## src/logic/lhp_pkg.sv

```systemverilog
// Constants and shared types for the LCD host serial/parallel port
// Notes on behaviour
// Parallel strobe rises load upper, then lower nibble
// Parallel read drives upper, then lower nibble on falls
// Serial mode: pin 0 in, pin 3 out
// Serial input shifts in MSB first on rise
// Serial output shifts MSB first on fall
// Interface mode strapped at reset release
// Address enable strapped only in serial mode
// Chip address compared when matching is on
// Host straps unused chip addresses to 00
// Inputs accepted only while selected and matched; the code needs only selection for commands, so they pass without a match
// Chip select high floats data and busy
// Host drives command high, data low
// Byte captured on second strobe or eighth clock
// Host settles command select before first fall
// Host keeps command select low while reading
// Busy low at byte end until processing done
// Host waits while busy is low
// Address mismatch floats busy output too
// Master emits sync in last frame cycle
// Sync pin direction follows configuration command
// Configuration picks shared outputs and row range
// Reset returns processing mode to write
// Commands go to decoder, write data to memory
// Read mode fetches next byte after eight bits
// Reset clears nibble and bit counters
package lhp_pkg;

   localparam int NIBBLE_W = 4;
   localparam int BYTE_W = 8;
   localparam int ADDR_W = 2;

   // Pin roles on the nibble bus
   localparam int SERIAL_IN_POS = 0;
   localparam int MODE_SEL_POS = 1;
   localparam int ADDR_EN_POS = 2;
   localparam int SERIAL_OUT_POS = 3;

   // Cycles after reset release before strap pins have crossed the synchroniser
   localparam logic [1:0] STRAP_WAIT = 2'h3;

   // Last bit index of a serial byte
   localparam logic [2:0] LAST_BIT = 3'h7;

   // Reset values
   localparam logic [BYTE_W-1:0] XFER_RESET = 8'h00;
   localparam logic [ADDR_W-1:0] STRAP_ADDR_NONE = 2'h0;

   typedef enum logic [1:0] {
      LHP_IDLE = 2'b00,
      LHP_BUSY = 2'b01,
      LHP_FETCH = 2'b10
   } lhp_state_type;

endpackage : lhp_pkg

```

## src/logic/lhp_pin_if.sv

```systemverilog
// Synchronised host pin levels and strobe edges between the pin stage and the port logic
`timescale 1ns/1ps
interface lhp_pin_if;
   logic cs_n;
   logic strobe_n;
   logic cmd_sel;
   logic [lhp_pkg::NIBBLE_W-1:0] nibble;
   logic [lhp_pkg::ADDR_W-1:0] straps;
   logic sync_in;
   logic strobe_rise;
   logic strobe_fall;
   logic sync_rise;

   modport source (output cs_n, strobe_n, cmd_sel, nibble, straps, sync_in, strobe_rise, strobe_fall, sync_rise);
   modport sink (input cs_n, strobe_n, cmd_sel, nibble, straps, sync_in, strobe_rise, strobe_fall, sync_rise);
endinterface : lhp_pin_if

```

## src/logic/lhp_pin_sync.sv

```systemverilog
// Two-flop synchroniser for all host pins, with strobe and sync edge detection
`timescale 1ns/1ps
module lhp_pin_sync #(
   parameter int WIDTH = 10
) (
   // Clock and reset
   input wire logic ref_clk,
   input wire logic rst_b,
   input wire logic clk_en,
   // Raw pins, packed {sync, straps, nibble, cmd_sel, strobe_n, cs_n}
   input wire logic [WIDTH-1:0] raw,
   // Synchronised side
   lhp_pin_if.source pins
);

   logic [WIDTH-1:0] meta;
   logic [WIDTH-1:0] sync;
   logic strobe_last;
   logic sync_last;

   // Reset leaves cs_n and strobe_n high so nothing looks selected or clocked
   localparam logic [WIDTH-1:0] IDLE_LEVEL = WIDTH'(3);

   always_ff @(posedge ref_clk or negedge rst_b) begin
      if (!rst_b) begin
         meta <= IDLE_LEVEL;
         sync <= IDLE_LEVEL;
      end else if (clk_en) begin
         meta <= raw;
         sync <= meta;
      end
   end

   always_ff @(posedge ref_clk or negedge rst_b) begin
      if (!rst_b) begin
         strobe_last <= 1'b1;
         sync_last <= 1'b0;
      end else if (clk_en) begin
         strobe_last <= sync[1];
         sync_last <= sync[WIDTH-1];
      end
   end

   assign pins.cs_n = sync[0];
   assign pins.strobe_n = sync[1];
   assign pins.cmd_sel = sync[2];
   assign pins.nibble = sync[6:3];
   assign pins.straps = sync[8:7];
   assign pins.sync_in = sync[WIDTH-1];
   assign pins.strobe_rise = clk_en & sync[1] & ~strobe_last;
   assign pins.strobe_fall = clk_en & ~sync[1] & strobe_last;
   assign pins.sync_rise = clk_en & sync[WIDTH-1] & ~sync_last;

endmodule : lhp_pin_sync

```

## src/logic/lhp_host_port.sv

```systemverilog
// Host serial/parallel port of the dot-matrix LCD controller
`timescale 1ns/1ps
module lhp_host_port (
   // Clock, reset, enable
   input wire logic ref_clk,
   input wire logic rst_b,
   input wire logic clk_en,
   // Host pins
   input wire logic cs_n,
   input wire logic strobe_or_shift_clock_n,
   input wire logic cmd_data_sel,
   input wire logic [lhp_pkg::ADDR_W-1:0] chip_id_straps,
   input wire logic [lhp_pkg::NIBBLE_W-1:0] nibble_bus_pins_in,
   output logic [lhp_pkg::NIBBLE_W-1:0] nibble_bus_pins_out,
   output logic [lhp_pkg::NIBBLE_W-1:0] nibble_bus_pins_oe,
   output logic busy_n_out,
   output logic busy_n_oe,
   // Frame sync pin
   input wire logic sync_in,
   output logic sync_out,
   output logic sync_oe,
   // Command decoder side
   output logic [lhp_pkg::BYTE_W-1:0] rx_byte,
   output logic rx_is_cmd,
   output logic cmd_valid,
   output logic mem_write_valid,
   input wire logic proc_done,
   input wire logic mode_set,
   input wire logic mode_read,
   input wire logic [lhp_pkg::ADDR_W-1:0] host_chip_addr,
   // Display memory read side
   output logic mem_fetch_req,
   input wire logic mem_fetch_valid,
   input wire logic [lhp_pkg::BYTE_W-1:0] mem_fetch_data,
   // Display configuration and timing
   input wire logic drive_config_cmd,
   input wire logic cfg_sync_master,
   input wire logic cfg_shared_as_rows,
   input wire logic cfg_rows_upper,
   input wire logic frame_last_cycle,
   output logic shared_row_col_outputs_rows,
   output logic dedicated_row_outputs_upper,
   output logic frame_align,
   // Strapped mode, for status
   output logic parallel_mode,
   output logic addr_match_enable
);

   lhp_pin_if pins ();

   logic [1:0] strap_cnt;
   logic strap_done;
   logic read_mode;
   logic [lhp_pkg::BYTE_W-1:0] xfer;
   logic nib_cnt;
   logic [2:0] bit_cnt;
   logic [lhp_pkg::NIBBLE_W-1:0] dout;
   logic drive_active;
   logic sync_master;
   lhp_pkg::lhp_state_type state;
   lhp_pkg::lhp_state_type next_state;
   logic addr_ok;
   logic selected;
   logic take_rise;
   logic take_fall;
   logic byte_end;
   logic deliver;
   logic fetch_now;

   lhp_pin_sync #(
      .WIDTH(10)
   ) u_pin_sync (
      .ref_clk(ref_clk),
      .rst_b(rst_b),
      .clk_en(clk_en),
      .raw({sync_in, chip_id_straps, nibble_bus_pins_in, cmd_data_sel, strobe_or_shift_clock_n, cs_n}),
      .pins(pins.source)
   );

   // Strap capture a fixed number of cycles after reset release
   always_ff @(posedge ref_clk or negedge rst_b) begin
      if (!rst_b) begin
         strap_cnt <= 2'h0;
         strap_done <= 1'b0;
         parallel_mode <= 1'b0;
         addr_match_enable <= 1'b0;
      end else if (clk_en && !strap_done) begin
         if (strap_cnt == lhp_pkg::STRAP_WAIT) begin
            strap_done <= 1'b1;
            parallel_mode <= pins.nibble[lhp_pkg::MODE_SEL_POS];
            addr_match_enable <= ~pins.nibble[lhp_pkg::MODE_SEL_POS]
               & pins.nibble[lhp_pkg::ADDR_EN_POS];
         end else begin
            strap_cnt <= strap_cnt + 2'h1;
         end
      end
   end

   // Address matching is always on in parallel mode
   assign addr_ok = !(parallel_mode || addr_match_enable) || (host_chip_addr == pins.straps);
   assign selected = strap_done & ~pins.cs_n;
   assign take_rise = selected & pins.strobe_rise;
   assign take_fall = selected & pins.strobe_fall;
   assign byte_end = take_rise && (parallel_mode ? nib_cnt : (bit_cnt == lhp_pkg::LAST_BIT));
   // Commands pass while selected so the address can be reloaded; data needs a match
   assign deliver = byte_end && !read_mode && (pins.cmd_sel || addr_ok);

   // Data processing mode
   always_ff @(posedge ref_clk or negedge rst_b) begin
      if (!rst_b) begin
         read_mode <= 1'b0;
      end else if (clk_en && mode_set) begin
         read_mode <= mode_read;
      end
   end

   // Nibble and bit position counters
   always_ff @(posedge ref_clk or negedge rst_b) begin
      if (!rst_b) begin
         nib_cnt <= 1'b0;
         bit_cnt <= 3'h0;
      end else if (clk_en) begin
         if (mode_set) begin
            nib_cnt <= 1'b0;
            bit_cnt <= 3'h0;
         end else if (take_rise) begin
            if (parallel_mode) begin
               nib_cnt <= ~nib_cnt;
            end else begin
               bit_cnt <= bit_cnt + 3'h1;
            end
         end
      end
   end

   // Transfer register
   always_ff @(posedge ref_clk or negedge rst_b) begin
      if (!rst_b) begin
         xfer <= lhp_pkg::XFER_RESET;
      end else if (clk_en) begin
         if (state == lhp_pkg::LHP_FETCH && mem_fetch_valid) begin
            xfer <= mem_fetch_data;
         end else if (take_rise && parallel_mode && !read_mode) begin
            if (!nib_cnt) begin
               xfer[7:4] <= pins.nibble;
            end else begin
               xfer[3:0] <= pins.nibble;
            end
         end else if (take_rise && !parallel_mode) begin
            xfer <= {xfer[6:0], pins.nibble[lhp_pkg::SERIAL_IN_POS]};
         end
      end
   end

   // Output nibble, updated on strobe or shift clock falls
   always_ff @(posedge ref_clk or negedge rst_b) begin
      if (!rst_b) begin
         dout <= 4'h0;
         drive_active <= 1'b0;
      end else if (clk_en) begin
         if (!read_mode || pins.cs_n) begin
            drive_active <= 1'b0;
         end else if (take_fall) begin
            drive_active <= 1'b1;
            if (!parallel_mode) begin
               dout <= {xfer[7], 3'h0};
            end else if (!nib_cnt) begin
               dout <= xfer[7:4];
            end else begin
               dout <= xfer[3:0];
            end
         end
      end
   end

   // Busy and fetch sequencing
   always_comb begin
      next_state = state;
      unique case (state)
         lhp_pkg::LHP_IDLE: begin
            if (mode_set && mode_read) begin
               next_state = lhp_pkg::LHP_FETCH;
            end else if (byte_end && read_mode) begin
               next_state = lhp_pkg::LHP_FETCH;
            end else if (deliver) begin
               next_state = lhp_pkg::LHP_BUSY;
            end
         end
         lhp_pkg::LHP_BUSY: begin
            if (proc_done) begin
               next_state = lhp_pkg::LHP_IDLE;
            end
         end
         lhp_pkg::LHP_FETCH: begin
            if (mem_fetch_valid) begin
               next_state = lhp_pkg::LHP_IDLE;
            end
         end
         default: begin
            next_state = lhp_pkg::LHP_IDLE;
         end
      endcase
   end

   always_ff @(posedge ref_clk or negedge rst_b) begin
      if (!rst_b) begin
         state <= lhp_pkg::LHP_IDLE;
      end else if (clk_en) begin
         state <= next_state;
      end
   end

   assign fetch_now = clk_en && (state == lhp_pkg::LHP_IDLE) && (next_state == lhp_pkg::LHP_FETCH);

   always_ff @(posedge ref_clk or negedge rst_b) begin
      if (!rst_b) begin
         mem_fetch_req <= 1'b0;
      end else begin
         mem_fetch_req <= fetch_now;
      end
   end

   // Received byte hand-off
   always_ff @(posedge ref_clk or negedge rst_b) begin
      if (!rst_b) begin
         rx_byte <= lhp_pkg::XFER_RESET;
         rx_is_cmd <= 1'b0;
         cmd_valid <= 1'b0;
         mem_write_valid <= 1'b0;
      end else begin
         cmd_valid <= 1'b0;
         mem_write_valid <= 1'b0;
         if (clk_en && deliver) begin
            rx_byte <= parallel_mode ? {xfer[7:4], pins.nibble}
               : {xfer[6:0], pins.nibble[lhp_pkg::SERIAL_IN_POS]};
            rx_is_cmd <= pins.cmd_sel;
            cmd_valid <= pins.cmd_sel;
            mem_write_valid <= ~pins.cmd_sel;
         end
      end
   end

   // Pin drivers
   always_comb begin
      nibble_bus_pins_out = dout;
      nibble_bus_pins_oe = 4'h0;
      if (selected && addr_ok && read_mode && drive_active) begin
         if (parallel_mode) begin
            nibble_bus_pins_oe = 4'hF;
         end else begin
            nibble_bus_pins_oe[lhp_pkg::SERIAL_OUT_POS] = 1'b1;
         end
      end
   end

   assign busy_n_out = (state == lhp_pkg::LHP_IDLE);
   assign busy_n_oe = selected & addr_ok;

   // Display configuration
   always_ff @(posedge ref_clk or negedge rst_b) begin
      if (!rst_b) begin
         sync_master <= 1'b0;
         shared_row_col_outputs_rows <= 1'b0;
         dedicated_row_outputs_upper <= 1'b0;
      end else if (clk_en && drive_config_cmd) begin
         sync_master <= cfg_sync_master;
         shared_row_col_outputs_rows <= cfg_shared_as_rows;
         dedicated_row_outputs_upper <= cfg_rows_upper;
      end
   end

   // Frame sync: master emits, slave aligns to the received pulse
   always_ff @(posedge ref_clk or negedge rst_b) begin
      if (!rst_b) begin
         sync_out <= 1'b0;
         frame_align <= 1'b0;
      end else if (clk_en) begin
         sync_out <= sync_master & frame_last_cycle;
         frame_align <= ~sync_master & pins.sync_rise;
      end else begin
         frame_align <= 1'b0;
      end
   end

   assign sync_oe = sync_master;

endmodule : lhp_host_port

```

## config.mk

```make
export PLATFORM = sky130hd
export DESIGN_NAME = lhp_host_port
export DESIGN_NICKNAME = d
export VERILOG_FILES = /design/src/logic/lhp_pkg.sv /design/src/logic/lhp_pin_if.sv /design/src/logic/lhp_pin_sync.sv /design/src/logic/lhp_host_port.sv
export SDC_FILE = /design/constraint.sdc
export NUM_CORES = 1
export LEC_CHECK = 0
export BUFFER_PORTS_ARGS = -buffer_cell sky130_fd_sc_hd__buf_4
export CAP_MARGIN = 20
export CORE_ASPECT_RATIO = 1.75
export CORE_UTILIZATION = 35
export DETAILED_ROUTE_END_ITERATION = 10
export GPL_ROUTABILITY_DRIVEN = 0
export PLACE_DENSITY_LB_ADDON = 0.25
export SYNTH_ARGS = -nofsm -noshare
export SYNTH_HDL_FRONTEND = slang
export SYNTH_SLANG_ARGS = --single-unit
```

## constraint.sdc

```tcl
create_clock -name ref_clk -period 2.7 [get_ports ref_clk]
set_input_delay 0.27 -clock ref_clk [delete_from_list [all_inputs] [get_ports ref_clk]]
set_output_delay 0.27 -clock ref_clk [all_outputs]
set_load 0.02 [all_outputs]
```

## Word-level counts from Yosys, hierarchy flattened

Cells that the tools add are included.

| operators by class | value |
|---|---|
| add/subtract/negate cells | 2 |
| $mul | 0 |
| divide/modulo/power cells | 0 |
| magnitude comparators | 0 |
| equality and inequality tests | 9 |
| shift operators | 0 |
| multiplexer cells | 28 |
| bitwise operators | 23 |
| reduce and logical (&&, ||, !) cells | 39 |

Operator list:

| operator | number |
|---|---|
| two-way mux 8 bit | 4 |
| two-way mux 4 bit | 5 |
| logical AND 1 bit | 18 |
| AND reduction 3 bit | 5 |
| bitwise AND 1 bit | 13 |
| two-way mux 3 bit | 4 |
| two-way mux 2 bit | 5 |
| NOT 1 bit | 10 |
| two-way mux 1 bit | 9 |
| == test 2 bit (second input constant) | 3 |
| inequality test 3 bit (second input constant) | 2 |
| case mux 2 bit (3 select lines) | 1 |
| AND reduction 2 bit | 3 |
| nonzero test 2 bit | 3 |
| zero test 1 bit | 4 |
| logical OR 1 bit | 4 |
| adder 3 x 1 -> 3 bit (second input constant) | 1 |
| == test 3 bit (second input constant) | 1 |
| nonzero test 3 bit | 1 |
| adder 2 x 1 -> 2 bit (second input constant) | 1 |
| == test 2 x 1 -> 1 bit (second input constant) | 1 |
| == test 2 bit | 1 |
| zero test 2 bit | 1 |
| inequality test 2 bit (second input constant) | 1 |

| storage, ports and cells | value |
|---|---|
| bits in registers | 64 |
| latch bits | 0 |
| RAM bits | 0 |
| ROM bits | 0 |
| input port bits | 32 |
| output and inout bits | 29 |
| logic and storage cells | 127 |
| memories kept | 0 |

## Logic depth before layout (Yosys ltp)

| logic depth | value |
|---|---|
| depth after elaboration | 12 |
| depth in mapped cells | 6 |
| gate-level depth less buffers | 6 |

## Modules after synthesis

A second synthesis with hierarchy kept.

| second synthesis, totals | value |
|---|---|
| cells, all modules | 248 |
| area total of the unflattened synthesis | 3,145.5 µm² |

Modules (own cells, without submodules):

| module | times used | cells each | area each (µm²) | seq. area each (µm²) |
|---|---|---|---|---|
| lhp_host_port | 1 | 198 | 2,208.4 | 1,051.0 |
| lhp_pin_sync | 1 | 50 | 937.1 | 556.8 |

## Least setup slack after synthesis

No wires, ideal clock.

| timing path | value |
|---|---|
| kind | register -> output |
| from | reg parallel_mode |
| to | out nibble_bus_pins_oe[1] (netlist name) |
| data arrival time | 1.847 ns |
| data required time | 2.430 ns |
| slack | 0.583 ns |
| cell stages (with the launch flop) | 6 |
| path buffers | 2 |
| cells stage by stage | dfrtp_1 buf_2 o22ai_1 and4_1 and2_1 buf_4 |

| on the way | value |
|---|---|
| cells in the longest elaborated chain, start to end | 7 |
| elaborated cells on any way between the ends | 8 |
| classes of those cells | mux (2); reduce/logical (6) |

Ends and longest elaborated chain:

| element | RTL line | source |
|---|---|---|
| from (decl) | lhp_host_port.sv:45 | `output logic parallel_mode,` |
| from (signal assigned) | lhp_host_port.sv:90 | `parallel_mode <= pins.nibble[lhp_pkg::MODE_SEL_POS];` |
| logical OR 1 bit | lhp_host_port.sv:100 | `assign addr_ok = !(parallel_mode \|\| addr_match_enable) \|\| (host_chip_addr == pins.straps);` |
| zero test 1 bit | lhp_host_port.sv:100 |  |
| logical OR 1 bit | lhp_host_port.sv:100 |  |
| logical AND 1 bit (3 in a row) | lhp_host_port.sv:247 | `if (selected && addr_ok && read_mode && drive_active) begin` |
| two-way mux 4 bit * | lhp_host_port.sv:247 |  |
| to (decl) | lhp_host_port.sv:15 | `output logic [lhp_pkg::NIBBLE_W-1:0] nibble_bus_pins_oe,` |

Mark *: on every way between the ends. The rest lies on a longest branch, timed or not.

## Worst setup path after layout

Ends and elaborated chain as after synthesis.

==> flow_metrics.py <==
metrics = {
    "sta": {
        "tightest_slew_ps": 803.0,
        "slew_headroom_pct": 46.47,
        "final_layout_setup_total_negative_slack_ps": 0,
        "final.min_clock_period_ps": 2449,
        "timing.final.max_slew_violations": 0,
        "finalCritPeriodShare_pct": 90.71,
        "grt_setup_unrepaired": "no",
        "clock_skew_ps": 5.062,
        "achievable-frequency_mhz": 408.3,
        "setup_violations": 0,
        "total_count_of_hold_check_failures_in_the_final_report": 0,
    },
    "cts": {
        "holdBufCountCts": 0,
        "inserted_clock_buffers": 9,
        "clkSinkCount": 64,
        "post_cts.repair.setup_buffers": 0,
        "clock_tree.buffer_depth": 2,
        "ctsRootBufferMaster": "clkbuf_16",
        "tritoncts_clock_tree": "yes",
        "cts.htree.levels": 3,
        "clock_insertion_delay_at_the_later_pin_of_the_skew_report_ps": 320,
        "postCtsResizedCells": 0,
        "clk_pin_slew_ps": 50,
    },
    "yosys": {
        "synth_seq_area_share_pct": 53.83,
        "synth.ff_latch_count": 64,
        "netlist.top_cell.by_area": "dfrtp_1",
        "synth.area.top_cells": "dfrtp_1, mux2_2, mux2_1, dfstp_2, mux2i_1",
        "async_reset_ff_share_pct": 100.0,
        "synthCells": 242,
        "synth_cell_types": 40,
        "synth.cells.most_frequent": "dfrtp_1, mux2_2, mux2_1",
        "synth_enable_flop_cells": 0,
        "yosys_most_used_dff": "dfrtp_1",
        "number_of_nets_in_the_synthesized_netlist": 277,
        "yosys.cell_count.top_type": "dfrtp_1",
        "yosys_warnings": 0,
        "syn_area_um2": 2987,
        "area_share_of_the_leading_cell_type_in_the_synthesized_netlist_pct": 49.43,
        "syn-mean-instance-area_um2": 12.34,
    },
    "drt": {
        "dr_total_vias": 2037,
        "antenna_violating_nets_post_route": 0,
        "drtIter0Drc": 78,
        "number_of_drc_violations_after_detailed_routing": 0,
        "drt_first_pass_iters": 4,
        "routedWlPerCell_um": 15.64,
        "post_detailed_routing_wire_length_um": 6224,
        "drt-vias-per-instance": 5.118,
    },
    "global_routing": {
        "grt_start_max_net_pins": 65,
        "antenna_found_initial": 0,
        "grt_pass1_vias": 2066,
        "total_grt_usage_pct": 15.50,
        "grt_overflow": 0,
        "grt_first_pass_wirelength_um": 10320,
    },
    "floorplanning": {
        "row_count": 44,
        "io_pins": 61,
        "die_height_um": 124.2,
        "floorplan.core_area_um2": 8258,
        "die_area_um2": 8921,
        "die_width_um": 71.83,
        "initial_core_util_pct": 36.17,
    },
    "min_path": {
        "timing.hold.worst.class": "primary input to asynchronous set/reset pin",
    },
    "status": {
        "run_status": "finished, final reports clean",
    },
    "worst_setup_path": {
        "r2r-start": "parallel_mode",
        "r2r-end": "rx_byte[6]",
        "critPathArrivalTime_ps": 2180,
        "rr_worst_depth": 3,
        "kind_of_critical_path": "register to primary output",
        "internal_reg_to_reg_setup_slack_ps": 600,
        "critical_path.max_fanout": 22,
        "cp_data_required_time_ps": 2430,
        "setup.worst_path.start_class": "register",
        "worst_setup_path_end_kind": "primary output",
    },
    "job": {
        "maxCapViolations": 0,
    },
    "finish": {
        "layout-area-overhead-vs-synth_pct": 26.52,
        "nFillCells": 773,
        "final_instance_area_um2": 3779,
        "final_layout_size_suffix_gt1_share_pct": 38.89,
        "design.final.nets": 336,
        "n_antenna_cell": 0,
    },
    "place": {
        "port_buffers": 60,
        "place_hpwl_um": 4520,
        "dpl_cell_area_um2": 3496,
    },
    "pwr": {
        "cellLeakagePower_nw": 1.752,
        "power.density_cell_area_nw_per_um2": 851.6,
        "worst_ir_drop_vdd_mv": 0.5444,
    },
}
## stage by stage
stage	power, mW	hold WS (ps)	setup WS, ps	util, %	std cells
after global routing	3.400	105.8	133.8	45.76	398
after global placement	2.126	410.0	620.1	42.33	382
final	3.218	22.24	250.7	45.76	398
after CTS	3.262	55.63	230.0	45.76	398
after floorplan	1.868	-25.59	583.3	-	242
after detailed placement	2.149	409.4	523.6	42.33	382
## power by group
part,internal (mW),switching [mW]
Combinational,0.409,0.328
Clock,0.713,0.380
Sequential,1.16,0.224
Total,2.29,0.933
## logic make-up (layout without fill, tap and decap cells)
group / after synthesis / count (layout) / synth area share (%)
AO/OA/AOI/OAI: 40 / 40 / 8.379
XOR/XNOR: 5 / 5 / 1.467
flip-flops: 64 / 64 / 53.83
multiplexers: 61 / 61 / 22.75
buffers and inverters: 19 / 83 / 2.891
adder cells (fa/ha/maj): 3 / 3 / 1.257
AND/OR/NAND/NOR: 50 / 50 / 9.426
## worst max-delay path, stage by stage, from the launching register on
cell and delay (ps):
dfrtp_1 650, o22ai_1 500, and4_1 270, and2_1 240, buf_4 180
## sequential cells by signal, indices dropped and copies added (netlist names), 2 cells and up
register and count:
u_pin_sync.meta 10, rx_byte 8, xfer 8, state 2, nibble_bus_pins_out 4, bit_cnt 3, strap_cnt 2, u_pin_sync.sync 10
## area by class of cell
| cell class | instances | area (µm²) | area share (%) |
|---|---|---|---|
| flip-flops and latches | 64 | 1608 | 42.55 |
| multi-input cells | 159 | 1292 | 34.21 |
| repair buffers | 61 | 457.9 | 12.12 |
| clock buffers | 13 | 240.2 | 6.358 |
| well taps | 92 | 115.1 | 3.046 |
| clock inverters | 3 | 42.54 | 1.126 |
| inverters | 6 | 22.52 | 0.5960 |
## layer usage
metal	global-route usage, %	share of wire, %	vias up	wire (µm)
met4	8.304	2.4	0	148
li1	-	-	988	-
met1	17.77	41	1004	2532
met3	3.815	3.3	10	203
met2	25.97	54	35	3339
met5	0	0	-	0
## placed cells by master, fill, tap and decap left out, types with 8 or more instances in the layout
cell and count:
o21ai_1 9, nor2_1 9, dfrtp_1 59, o21ai_0 8, nand2_1 12, buf_4 61
mux2_1 17, a21oi_1 8, clkbuf_16 9, mux2_2 38
## worst max path at each step
| stage | slack (ps) | depth (start not counted) | start | to |
|---|---|---|---|---|
| 2_1_floorplan | 580 | 5 | parallel_mode | nibble_bus_pins_oe[1] |
| 3_3_place_gp | 620 | 5 | clk_en | rx_byte[4] |
| 3_5_place_dp | 520 | 5 | clk_en | rx_byte[6] |
| 4_1_cts | 230 | 4 | parallel_mode | nibble_bus_pins_oe[1] |
| 5_1_grt | 130 | 4 | parallel_mode | nibble_bus_pins_oe[2] |
| 6_report | 250 | 4 | parallel_mode | nibble_bus_pins_oe[1] |
Note: power is estimated with default switching activity, not from simulation.
